$ cat config.mk
export PLATFORM = sky130hd
export DESIGN_NAME = two_level_interrupt_handler
export DESIGN_NICKNAME = d
export VERILOG_FILES = /design/src/design/irq_pkg.sv /design/src/design/irq_sfr_if.sv /design/src/design/two_level_interrupt_handler.sv /design/src/design/irq_sfr_regs.sv
export SDC_FILE = /design/constraint.sdc
export NUM_CORES = 1
export LEC_CHECK = 0
export ABC_CLOCK_PERIOD_IN_PS = 3100
export BUFFER_PORTS_ARGS = -buffer_cell sky130_fd_sc_hd__buf_2
export CORE_ASPECT_RATIO = 1.2
export CORE_UTILIZATION = 25
export CTS_BUF_LIST = sky130_fd_sc_hd__clkbuf_8
export CTS_CLUSTER_DIAMETER = 30
export DETAILED_ROUTE_END_ITERATION = 10
export GPL_TIMING_DRIVEN = 0
export HOLD_SLACK_MARGIN = 0.1
export MAX_ROUTING_LAYER = met4
export PLACE_DENSITY_LB_ADDON = 0.05
export SETUP_SLACK_MARGIN = 0.2
export SKIP_LAST_GASP = 1
export SLEW_MARGIN = 15
export SYNTH_ARGS = -nofsm -noshare
export SYNTH_HDL_FRONTEND = slang
export SYNTH_HIERARCHICAL = 1
export SYNTH_SLANG_ARGS = --single-unit
$ cat constraint.sdc
create_clock -name ref_clk -period 3.1 [get_ports ref_clk]
set_input_delay 0.465 -clock ref_clk [delete_from_list [all_inputs] [get_ports ref_clk]]
set_output_delay 0.465 -clock ref_clk [all_outputs]
set_load 0.03 [all_outputs]
$ cat src/design/irq_pkg.sv
// package: register map, field positions, reset values and timing counts of the interrupt handler
package irq_pkg;
    localparam int unsigned num_sources = 18;
    localparam logic [7:0] addr_enable_main = 8'hA8;
    localparam logic [7:0] addr_priority_main = 8'hB8;
    localparam logic [7:0] addr_enable_ext_a = 8'hE6;
    localparam logic [7:0] addr_enable_ext_b = 8'hE7;
    localparam logic [7:0] addr_priority_ext_a = 8'hF6;
    localparam logic [7:0] addr_priority_ext_b = 8'hF7;
    localparam logic [7:0] rst_enable_main = 8'h00;
    localparam logic [7:0] rst_enable_ext = 8'h00;
    localparam logic [7:0] rst_priority = 8'h00;
    localparam logic [7:0] rd_priority_main_fixed = 8'h80;
    localparam int unsigned global_enable_bit = 7;
    localparam logic [15:0] vector_base = 16'h0003;
    localparam int unsigned vector_stride = 8;
    localparam logic [17:0] auto_clear_mask = 18'h0000F;
    localparam int unsigned detect_cycles = 1;
    localparam int unsigned call_cycles = 5;
    localparam int unsigned best_latency_cycles = 7;
    typedef enum logic [1:0] {
        lvl_idle = 2'b00,
        lvl_low = 2'b01,
        lvl_high = 2'b11
    } level_t;
endpackage

$ cat src/design/irq_sfr_if.sv
// interface: special-function-register access port between the handler and its register file
`timescale 1ns/10ps
`default_nettype none
interface irq_sfr_if;
    logic wr_en;
    logic [7:0] addr;
    logic [7:0] wr_data;
    logic [7:0] rd_data;
    logic [7:0] global_and_main;
    logic [7:0] enable_ext_a;
    logic [7:0] enable_ext_b;
    logic [7:0] priority_main;
    logic [7:0] priority_ext_a;
    logic [7:0] priority_ext_b;
    modport regs (input wr_en, input addr, input wr_data, output rd_data, output global_and_main,
        output enable_ext_a, output enable_ext_b, output priority_main, output priority_ext_a,
        output priority_ext_b);
    modport core (output wr_en, output addr, output wr_data, input rd_data, input global_and_main,
        input enable_ext_a, input enable_ext_b, input priority_main, input priority_ext_a,
        input priority_ext_b);
endinterface
`default_nettype wire

$ cat src/design/two_level_interrupt_handler.sv
// two-level vectored interrupt handler: pending flags, masking, arbitration and nesting
`timescale 1ns/10ps
`default_nettype none
// Notes on behaviour
// - eighteen independent sources, each with a software-visible pending flag.
// - a source's trigger event sets its pending flag to one.
// - flags set on their trigger regardless of any enable.
// - a set flag with its source enabled raises a request to the core.
// - after the current instruction the core long-calls the source's fixed vector.
// - return-from-interrupt resumes the program and ends the current service level.
// - a disabled source's flag is ignored for requests; the program runs on.
// - each source has its own enable bit in the enable registers.
// - global enable bit 7 of the main enable register masks every source when zero.
// - flags set while globally disabled stay pending until enabled again.
// - some flags clear automatically on vectoring; others wait for software.
// - a flag still set after return re-requests after exactly one instruction.
// - software writing one to a flag sets it like a hardware event, but two cycles sooner, skipping the resync.
// - each source is low or high level; high preempts a low routine.
// - nothing preempts an active high-level routine.
// - every priority bit resets to low.
// - simultaneous requests of different levels: the high one wins.
// - equal-level ties resolve by fixed source order, lowest index first.
// - requests sampled and decoded every cycle; best latency seven cycles.
// - a request pending at return waits for one more instruction.
// - equal or lower level requests wait for return plus one instruction.
module two_level_interrupt_handler #(
    parameter int unsigned sources = irq_pkg::num_sources
) (
    input wire logic ref_clk,
    input wire logic rst_n,
    input wire logic [sources-1:0] src_event,
    input wire logic [sources-1:0] flag_set_wr,
    input wire logic [sources-1:0] flag_clr_wr,
    input wire logic sfr_wr_en,
    input wire logic [7:0] sfr_addr,
    input wire logic [7:0] sfr_wr_data,
    output logic [7:0] sfr_rd_data,
    input wire logic instr_done,
    input wire logic return_from_interrupt,
    output logic irq_request,
    output logic [15:0] irq_vector,
    input wire logic long_call_to_vector,
    output logic [sources-1:0] pending_flags,
    output logic [1:0] service_level,
    output logic global_irq_enable
);
    if (sources != irq_pkg::num_sources) begin : g_bad_sources
        $error("sources must equal the register layout width");
    end

    typedef struct packed {
        logic [sources-1:0] pend;
        logic [sources-1:0] ev_s1;
        logic [sources-1:0] ev_s2;
        logic low_active;
        logic high_active;
        logic hold_one;
        logic req;
        logic [4:0] sel;
        logic sel_high;
        logic [15:0] vec;
    } core_state_t;

    core_state_t st_ff;
    core_state_t nxt_st;

    irq_sfr_if sfr ();
    assign sfr.wr_en = sfr_wr_en;
    assign sfr.addr = sfr_addr;
    assign sfr.wr_data = sfr_wr_data;

    irq_sfr_regs u_regs (
        .ref_clk(ref_clk),
        .rst_n(rst_n),
        .bus(sfr)
    );

    logic [23:0] en_all;
    logic [23:0] pr_all;
    logic [sources-1:0] enabled;
    logic [sources-1:0] cand_high;
    logic [sources-1:0] cand_low;
    logic global_en;
    logic may_high;
    logic may_low;
    logic pick_valid;
    logic pick_high;
    logic [4:0] pick_idx;

    // main bit 7 is the global enable, so source 7 starts the first extended byte
    assign en_all = {1'b0, sfr.enable_ext_b, sfr.enable_ext_a, sfr.global_and_main[6:0]};
    assign pr_all = {1'b0, sfr.priority_ext_b, sfr.priority_ext_a, sfr.priority_main[6:0]};
    assign global_en = sfr.global_and_main[irq_pkg::global_enable_bit];

    // per-source gating: flag, own enable and global enable together
    for (genvar i = 0; i < sources; i++) begin : g_gate
        assign enabled[i] = st_ff.pend[i] & en_all[i] & global_en;
        assign cand_high[i] = enabled[i] & pr_all[i];
        assign cand_low[i] = enabled[i] & ~pr_all[i];
    end

    // preemption: high only over idle or low, low only over idle
    assign may_high = ~st_ff.high_active;
    assign may_low = ~st_ff.high_active & ~st_ff.low_active;

    always_comb begin
        pick_valid = 1'b0;
        pick_high = 1'b0;
        pick_idx = 5'h00;
        // descending scan so the lowest index is the last and winning assignment
        for (int k = sources - 1; k >= 0; k--) begin
            if (cand_low[k] && may_low && !pick_high) begin
                pick_valid = 1'b1;
                pick_idx = 5'(k);
            end
        end
        for (int k = sources - 1; k >= 0; k--) begin
            if (cand_high[k] && may_high) begin
                pick_valid = 1'b1;
                pick_high = 1'b1;
                pick_idx = 5'(k);
            end
        end
    end

    always_comb begin
        nxt_st = st_ff;
        // event inputs come from other peripherals' logic and are resynchronised
        nxt_st.ev_s1 = src_event;
        nxt_st.ev_s2 = st_ff.ev_s1;
        for (int k = 0; k < sources; k++) begin
            if (flag_clr_wr[k]) begin
                nxt_st.pend[k] = 1'b0;
            end
            if (long_call_to_vector && st_ff.req && st_ff.sel == 5'(k) && irq_pkg::auto_clear_mask[k]) begin
                nxt_st.pend[k] = 1'b0;
            end
            // set wins over any clear in the same cycle
            if (st_ff.ev_s2[k] || flag_set_wr[k]) begin
                nxt_st.pend[k] = 1'b1;
            end
        end
        if (long_call_to_vector && st_ff.req) begin
            // entering the routine: raise the level and drop the request
            nxt_st.req = 1'b0;
            if (st_ff.sel_high) begin
                nxt_st.high_active = 1'b1;
            end else begin
                nxt_st.low_active = 1'b1;
            end
        end else if (return_from_interrupt) begin
            // release the innermost level first
            if (st_ff.high_active) begin
                nxt_st.high_active = 1'b0;
            end else begin
                nxt_st.low_active = 1'b0;
            end
            nxt_st.hold_one = 1'b1;
            nxt_st.req = 1'b0;
        end else if (st_ff.hold_one) begin
            if (instr_done) begin
                nxt_st.hold_one = 1'b0;
            end
            nxt_st.req = 1'b0;
        end else begin
            // re-decoded every cycle until the core takes the call
            nxt_st.req = pick_valid;
            nxt_st.sel = pick_idx;
            nxt_st.sel_high = pick_high;
            nxt_st.vec = irq_pkg::vector_base + 16'(pick_idx) * 16'(irq_pkg::vector_stride);
        end
    end

    always_ff @(posedge ref_clk or negedge rst_n) begin
        if (!rst_n) begin
            st_ff <= '0;
        end else begin
            st_ff <= nxt_st;
        end
    end

    assign sfr_rd_data = sfr.rd_data;
    assign irq_request = st_ff.req;
    assign irq_vector = st_ff.vec;
    assign pending_flags = st_ff.pend;
    assign service_level = st_ff.high_active ? irq_pkg::lvl_high
        : (st_ff.low_active ? irq_pkg::lvl_low : irq_pkg::lvl_idle);
    assign global_irq_enable = global_en;
endmodule // two_level_interrupt_handler
`default_nettype wire

$ cat src/design/irq_sfr_regs.sv
// enable and priority register file of the interrupt handler
`timescale 1ns/10ps
`default_nettype none
module irq_sfr_regs (
    input wire logic ref_clk,
    input wire logic rst_n,
    irq_sfr_if.regs bus
);
    typedef struct packed {
        logic [7:0] en_main;
        logic [7:0] en_a;
        logic [7:0] en_b;
        logic [7:0] pr_main;
        logic [7:0] pr_a;
        logic [7:0] pr_b;
        logic [7:0] rd;
    } regs_state_t;

    regs_state_t st_ff;
    regs_state_t nxt_st;

    always_comb begin
        nxt_st = st_ff;
        if (bus.wr_en) begin
            case (bus.addr)
                irq_pkg::addr_enable_main: nxt_st.en_main = bus.wr_data;
                irq_pkg::addr_enable_ext_a: nxt_st.en_a = bus.wr_data;
                irq_pkg::addr_enable_ext_b: nxt_st.en_b = bus.wr_data;
                // top bit unused, held at zero internally
                irq_pkg::addr_priority_main: nxt_st.pr_main = {1'b0, bus.wr_data[6:0]};
                irq_pkg::addr_priority_ext_a: nxt_st.pr_a = bus.wr_data;
                irq_pkg::addr_priority_ext_b: nxt_st.pr_b = bus.wr_data;
                default: nxt_st.en_main = st_ff.en_main;
            endcase
        end
        // read data reflect the state after any write in the same cycle
        case (bus.addr)
            irq_pkg::addr_enable_main: nxt_st.rd = nxt_st.en_main;
            irq_pkg::addr_enable_ext_a: nxt_st.rd = nxt_st.en_a;
            irq_pkg::addr_enable_ext_b: nxt_st.rd = nxt_st.en_b;
            irq_pkg::addr_priority_main: nxt_st.rd = nxt_st.pr_main | irq_pkg::rd_priority_main_fixed;
            irq_pkg::addr_priority_ext_a: nxt_st.rd = nxt_st.pr_a;
            irq_pkg::addr_priority_ext_b: nxt_st.rd = nxt_st.pr_b;
            default: nxt_st.rd = 8'h00;
        endcase
    end

    always_ff @(posedge ref_clk or negedge rst_n) begin
        if (!rst_n) begin
            st_ff <= '{en_main: irq_pkg::rst_enable_main, en_a: irq_pkg::rst_enable_ext,
                en_b: irq_pkg::rst_enable_ext, pr_main: irq_pkg::rst_priority,
                pr_a: irq_pkg::rst_priority, pr_b: irq_pkg::rst_priority, rd: 8'h00};
        end else begin
            st_ff <= nxt_st;
        end
    end

    assign bus.rd_data = st_ff.rd;
    assign bus.global_and_main = st_ff.en_main;
    assign bus.enable_ext_a = st_ff.en_a;
    assign bus.enable_ext_b = st_ff.en_b;
    assign bus.priority_main = st_ff.pr_main;
    assign bus.priority_ext_a = st_ff.pr_a;
    assign bus.priority_ext_b = st_ff.pr_b;
endmodule // irq_sfr_regs
`default_nettype wire

Word level (Yosys, flattened, before mapping):

Index checks and enable logic that the tools add are counted.

* memories: 0
* latch bits: 0
* register bits after elaboration: 135
* output and inout port bits: 46
* memory bits (writable): 0
* word-level logic and storage cells: 375
* ROM bits: 0

* divide/modulo/power cells: 0
* $lt $le $gt $ge: 0
* reductions and logical operators: 82
* shifts and indexed selects: 0
* bitwise gates (word level): 96
* multiply operators: 0
* mux-type cells: 150
* equality and inequality tests: 12
* add/sub/neg operators: 1

Operator list (count)
* 5-bit 2-to-1 mux: 36
* 1-bit 2-to-1 mux: 102
* 1-bit AND: 73
* 8-bit == test (second input constant): 6
* 48-bit 2-to-1 mux: 1
* 8-bit one-hot mux with 6 select lines: 1
* 1-bit logical AND: 41
* 8-bit 2-to-1 mux: 5
* 2-bit nonzero test: 15
* 1-bit NOT: 23
* 1-bit logical OR: 18
* 3-bit nonzero test: 4
* 5-bit by 2-bit == test with 1-bit output (second input constant): 2
* 2-bit by 8-bit adder with 9-bit output (first input constant): 1
* 2-bit 2-to-1 mux: 4
* 7-bit 2-to-1 mux: 1
* 3-bit AND reduction: 2
* 5-bit by 1-bit == test with 1-bit output (second input constant): 1
* 5-bit zero test: 1
* 2-bit != test (second input constant): 2
* 2-bit by 1-bit != test with 1-bit output (second input constant): 1
* 2-bit AND reduction: 1

Logic depth before layout (Yosys ltp):

Gate-level depths: netlist (run 1).

* word-level depth: 43
* mapped depth: 7
* gate-level depth less buffers: 6

Hierarchy:

Netlist (run 1), hierarchy kept.

Modules (own cells, without submodules)
* two_level_interrupt_handler: area each 3191.8 um^2, cells each 324, instances 1
* irq_sfr_regs: area each 2798.9 um^2, cells each 211, instances 1

Least setup slack after synthesis (run 1):

No wires, ideal clock.

* kind: input port to flip-flop
* start: input sfr_addr[0]
* end: register u_regs.st_ff, in the netlist u_regs/bus.global_and_main[0]
* stages: 7
* arrival time: 1.934 ns
* library setup time: 0.125 ns
* buffers on the path: 3
* setup slack: 1.041 ns
* cell sequence: buf_6 > or4_4 > buf_6 > nor2_2 > and3_4 > buf_12 > mux2_4

RTL lines
* from (decl): RTL line two_level_interrupt_handler.sv:35 `input wire logic [7:0] sfr_addr,`
* to (signal assigned): RTL line irq_sfr_regs.sv:50 `st_ff <= '{en_main: irq_pkg::rst_enable_main, en_a: irq_pkg::rst_enable_ext,`
* to (signal assigned): RTL line irq_sfr_regs.sv:54 `st_ff <= nxt_st;`
* to (decl): RTL line irq_sfr_regs.sv:19 `regs_state_t st_ff;`

Worst setup path after layout (run 1):

* start: register u_regs.st_ff, in the netlist u_regs/bus.global_and_main[7]
* end: register st_ff[17] in the netlist's numbering

* longest elaborated chain between the ends: 39
* elaborated cells between the ends (all ways): 126
* classes of those cells: 36 x mux; 54 x bitwise; 36 x reduce/logical

RTL lines
* 1-bit AND: RTL line two_level_interrupt_handler.sv:97 `assign enabled[i] = st_ff.pend[i] & en_all[i] & global_en;`
* 1-bit AND: RTL line two_level_interrupt_handler.sv:99 `assign cand_low[i] = enabled[i] & ~pr_all[i];`
* 1-bit logical AND: RTL line two_level_interrupt_handler.sv:112 `if (cand_low[k] && may_low && !pick_high) begin`
* 5-bit 2-to-1 mux (18 in a row): RTL line two_level_interrupt_handler.sv:112
* 5-bit 2-to-1 mux (17 in a row): RTL line two_level_interrupt_handler.sv:118 `if (cand_high[k] && may_high) begin`
* 5-bit 2-to-1 mux (*): RTL line two_level_interrupt_handler.sv:118
* to (signal assigned): RTL line two_level_interrupt_handler.sv:178 `st_ff <= nxt_st;`
* to (decl): RTL line two_level_interrupt_handler.sv:64 `core_state_t st_ff;`

Every way passes the cells marked *; elsewhere a longest branch is shown, timed or not.
A chain may end at the register's enable or synchronous reset.

==> results of run 1 <==
cells in the final DEF (no fill, tap or decap), types with 8 or more instances in the layout:
cell type and count:
a21oi_1 12, a31oi_1 8, and3b_1 9, buf_2 116, buf_4 35, clkbuf_8 18
conb_1 9, dfrtp_1 120, dlygate4sd3_1 18, inv_1 24, mux2_2 49, mux2_4 8
mux2i_1 14, nand2_1 27, nand2b_1 12, nand3_1 10, nand3b_1 12, nand4_1 13
nor2_1 29, nor3_1 8, nor4_1 8, o21ai_0 35
critical path, cell delays in order (launching register included):
cell,delay [ps]
dfrtp_1,600
and2b_1,310
buf_2,330
nand2b_1,200
a2111oi_2,320
o22ai_1,170
a311o_1,410
o211ai_2,70
state kept, by name, summed over array words and instances, names as in the netlist:
name and count:
pending_flags 18, nxt_st 18, st_ff 27, u_regs/bus.rd_data 8
u_regs/bus.enable_ext_b 8, u_regs/bus.enable_ext_a 8, u_regs/bus.priority_main 7, u_regs/bus.priority_ext_b 8
u_regs/bus.global_and_main 8, irq_request 1, irq_vector 1, u_regs/bus.priority_ext_a 8
power by group through the flow:
stage	Sequential (mW)	Combinational, mW	Clock (mW)
4_1_cts	1.69	0.391	1.52
2_1_floorplan	1.70	0.213	0
6_report	1.69	0.383	1.46
3_3_place_gp	1.72	0.364	0
3_5_place_dp	1.72	0.372	0
5_1_grt	1.70	0.423	1.58
cell type report:
type | instances | share of cell area, %
buffer | 51 | 4.89
inverter | 23 | 1.14
multi-input combinational | 347 | 33.7
tap | 315 | 5.21
sequential | 120 | 39.7
clock buffer | 18 | 3.27
timing repair buffer | 129 | 10.1
clock inverter | 14 | 1.98
final timing paths:
| kind | cells after the start | from | slack (ps) | end |
|---|---|---|---|---|
| worst max-delay path | 7 | u_regs/bus.global_and_main[7]$_DFF_PN0_ | 600 | st_ff[17]$_DFFE_PN0P_ |
| min in group asynchronous | 2 | rst_n | 500 | st_ff[30]$_DFF_PN0_ |
| worst min-delay path | 1 | src_event[0] | 150 | nxt_st[26]$_DFF_PN0_ |
| max in group asynchronous | 3 | rst_n | 1810 | u_regs/bus.priority_ext_a[0]$_DFF_PN0_ |
| worst min register to register | 0 | nxt_st[33]$_DFF_PN0_ | 350 | st_ff[33]$_DFF_PN0_ |
| worst max register to register | 7 | u_regs/bus.global_and_main[7]$_DFF_PN0_ | 600 | st_ff[17]$_DFFE_PN0P_ |
metal layers:
| metal | wire length [µm] | share of wire (%) |
|---|---|---|
| met1 | 8340 | 45 |
| met2 | 9080 | 49 |
| met3 | 608 | 3.3 |
| met4 | 309 | 1.7 |
| met5 | 0 | 0 |
timing repair:
item                       in CTS  in global routing
hold buffers                   18                  0
hold endpoints to repair       57                  0
setup endpoints to repair       0                  0
==> results.toml, run 1 <==
[route]
viasPerCell = 4.49
wl_um = 18300
drtAntennaViolNets = 0
drcViolationCount = 0
drt_iter0_drc = 202
via_count = 4563
first_pass_iters = 4
detail_route.wl_per_cell_um = 18.0

[clock_network]
cts.sinks = 120
clk_latency_ps = 450
cts_buffers = 17
cts_resized = 0
cts.clk_slew.worst_paths_ps = 90
cts_htree_levels = 4
post_cts_buffers = 0
cts-root-buf = "clkbuf_8"
ctsLongestPathBuffers = 2
cts_tree = "yes"

[cells_and_area]
finalNonFillerCells = 1017
nets = 765
fin_area_mm2 = 0.00757
regArea_mm2 = 0.00300
area_growth_pct = 26.5
multi_input_area_mm2 = 0.00255
drive_above_1_share_pct = 37.3
antenna_cells = 0
n_fill_cell = 2499
final_util_pct = 32.4

[timing]
tns_ps = 0
period_needed_ps = 2500
worst_slew_pin_slew_ps = 792
hold_viol_final = 0
max_freq_ghz = 0.400
slew-limit-headroom_pct = 46.8
fin_ws_ps = 602
finalMaxSlewViolations = 0
finClkSkew_ps = 14.6
timing.hold.ws_ps = 145
fin_crit_sh_pct = 80.6
rsz0062_at_grt = "false"
setup_viol = 0

[place]
dpl_cell_area_mm2 = 0.00699
place_inst = 967
post-place-ws_ps = 582
hpwl_um = 13800
gp_congestion = 0.822
io_buffers = 110

[grt]
antenna_found_initial = 0
grtUsageTotal_pct = 16.3
gr-total-overflow = 0
gr-usage-met1_pct = 20.5
met2_usage_pct = 26.3
met3_usage_pct = 2.70
top_usage_layer = "met2"
grt_pass1_wl_um = 27900
grt_max_degree = 81
first_global_vias = 4572

[status]
status = "completed"

[power]
switchingPower_uw = 988
clock_power_share_pct = 41.3
vdd_drop_max_uv = 230
p_sw_share_pct = 28.0
power_per_cell_area_mw_per_mm2 = 466
power_mw = 3.53
p_leak_nw = 3.64
pwr-share-seq_pct = 47.9
p_int_mw = 2.54
p_comb_share_pct = 10.9

[die]
die_h_um = 171
initial_core_util_pct = 25.6
fp.dieW_um = 143
io_pins = 122
coreArea_mm2 = 0.0234
fp-row-count = 61
die_area_mm2 = 0.0245

[min_path]
hold_path_class = "in2reg"

[synth]
netlist_instances = 533
synthesis.area_mm2 = 0.00598
yosysWarnings = 6
syn_area_per_cell_um2 = 11.2

[job]
maxCapViolCount = 0

[worst_setup_path]
path_class = "reg2reg"
arrival_ps = 2860
cp_max_fo = 11
critPathLaunchType = "flop"
crit_required_ps = 3460
end_kind = "flop"
(Power assumes the default switching activity.)
==> run 2, diff against run 1 <==
--- a/config.mk
+++ b/config.mk
@@ -5,7 +5,7 @@
 export SDC_FILE = /design/constraint.sdc
 export NUM_CORES = 1
 export LEC_CHECK = 0
-export ABC_CLOCK_PERIOD_IN_PS = 3100
+export ABC_CLOCK_PERIOD_IN_PS = 2320
 export BUFFER_PORTS_ARGS = -buffer_cell sky130_fd_sc_hd__buf_2
 export CORE_ASPECT_RATIO = 1.2
 export CORE_UTILIZATION = 25
==> constraint.sdc (replaced) <==
create_clock -name ref_clk -period 2.32 [get_ports ref_clk]
set_input_delay 0.348 -clock ref_clk [delete_from_list [all_inputs] [get_ports ref_clk]]
set_output_delay 0.348 -clock ref_clk [all_outputs]
set_load 0.03 [all_outputs]
==> results.toml, run 2 (same netlist as run 1, synthesis figures left out) <==
[status]
status = "completed"

[timing]
setup_viol = 0
max_freq_ghz = 0.483
worst_slew_pin_slew_ps = 792
slew-limit-headroom_pct = 46.8
hold_viol_final = 0
finClkSkew_ps = 15.2
tns_ps = 0
fin_ws_ps = 249
fin_crit_sh_pct = 89.3
finalMaxSlewViolations = 0
period_needed_ps = 2070
timing.hold.ws_ps = 127
rsz0062_at_grt = "true"

[worst_setup_path]
r2r_start = "u_regs/bus.enable_ext_a[2]$_DFF_PN0_"
crit_family = "compound AO/OA/AOI/OAI gates"
r2r_setup_slack_ps = 250
arrival_ps = 2420
cp_slowest_cell = "o41a_1"
crit_required_ps = 2670
critPathLaunchType = "flop"
cp_max_fo = 4
r2r_cells = 5
startpoint = "u_regs/bus.enable_ext_a[2]$_DFF_PN0_"
worstPathCellList = "and3b_1 -> o41ai_2 -> nand3b_1 -> o41a_1 -> o31ai_1"
end_kind = "flop"
worstReg2RegEnd = "st_ff[21]$_DFFE_PN0P_"
path_class = "reg2reg"
max_stage_delay_ps = 460
cp_num_buf_inv = 0

[power]
p_leak_nw = 3.82
power_per_cell_area_mw_per_mm2 = 594
power_mw = 4.78
vdd_drop_max_uv = 313

[place]
post-place-ws_ps = -146
io_buffers = 110
gp_congestion = 0.822
place_inst = 967
hpwl_um = 13800

[die]
io_pins = 122
fp-row-count = 61
die_area_mm2 = 0.0245
fp.dieW_um = 143
coreArea_mm2 = 0.0234
initial_core_util_pct = 25.6
die_h_um = 171

[clock_network]
ctsLongestPathBuffers = 2
clk_latency_ps = 450
cts_tree = "yes"
cts_htree_levels = 4
cts.clk_slew.worst_paths_ps = 80
cts-root-buf = "clkbuf_8"
cts_buffers = 17
cts.sinks = 120

[grt]
grtUsageTotal_pct = 16.5
antenna_found_initial = 0
first_global_vias = 4716
gr-total-overflow = 0
grt_max_degree = 81
grt_pass1_wl_um = 28400

[min_path]
worstHoldStart = "flag_set_wr[9]"
whs_path_depth = 3
min_to = "pending_flags[9]$_DFFE_PN0P_"
hold_path_class = "in2reg"

[cells_and_area]
drive_above_1_share_pct = 38.2
antenna_cells = 0
area_growth_pct = 34.5
largest_reg_flops = 27
largest-register = "st_ff"
layout_common_cells = "dfrtp_1 (118), buf_2 (115), dlygate4sd3_1 (50)"
nets = 810
final_common_cell = "dfrtp_1"
finalNonFillerCells = 1062

[job]
maxCapViolCount = 0

[route]
via_count = 4768
drt_iter0_drc = 150
viasPerCell = 4.49
drtAntennaViolNets = 0
wl_um = 18800
detail_route.wl_per_cell_um = 17.7
first_pass_iters = 5
drcViolationCount = 0
run 2: tightest hold or removal path, delay by kind of cell:
kind	cells	cell delay [ps]
AO/OA/AOI/OAI	1	70
buffers and inverters	1	80
AND/OR/NAND/NOR	1	30
run 2: per-layer routing:
| layer | wire, µm | up-vias | track usage, % |
|---|---|---|---|
| li1 | - | 2305 | - |
| met1 | 8510 | 2315 | 20.7 |
| met2 | 9230 | 129 | 26.9 |
| met3 | 681 | 19 | 2.70 |
| met4 | 371 | 0 | 5.70 |
| met5 | 0 | - | - |
run 2: where the power goes:
part	switching [mW]	internal, mW
combinational	0.301	0.272
clock	0.963	0.989
sequential	0.0757	2.18
total	1.34	3.44
run 2: worst max path at each step:
stage	end	slack, ps	depth (start not counted)
3_3_place_gp	nxt_st[43]$_DFF_PN0_	-760	1
5_1_grt	st_ff[21]$_DFFE_PN0P_	80	5
4_1_cts	st_ff[17]$_DFFE_PN0P_	170	7
3_5_place_dp	st_ff[17]$_DFFE_PN0P_	-150	7
2_1_floorplan	st_ff[17]$_DFFE_PN0P_	310	7
6_report	st_ff[21]$_DFFE_PN0P_	250	5
run 2: metrics by stage:
step / util [%] / instance area [µm²]
3_3_place_gp: 29.8 / 6950
6_report: 34.4 / 8040
5_1_grt: 34.4 / 8040
4_1_cts: 34.0 / 7950
3_5_place_dp: 29.9 / 6990
2_1_floorplan: - / 6010
run 2: final cells by class:
| cell class | count | area, µm² |
|---|---|---|
| fill | 2459 | 15300 |
| timing repair buffer | 174 | 1180 |
| clock buffer | 18 | 248 |
| inverter | 23 | 86.3 |
| sequential | 120 | 3010 |
| buffer | 51 | 373 |
| tap | 315 | 394 |
| clock inverter | 14 | 150 |
| multi-input combinational | 347 | 2600 |
run 2: what timing repair did:
action	4_1_cts	5_1_grt
pin swaps	1	6
endpoints found under the setup margin	8	5
setup buffers	5	8
hold buffers	50	0
endpoints found under the hold margin	76	0
resized for setup	6	7
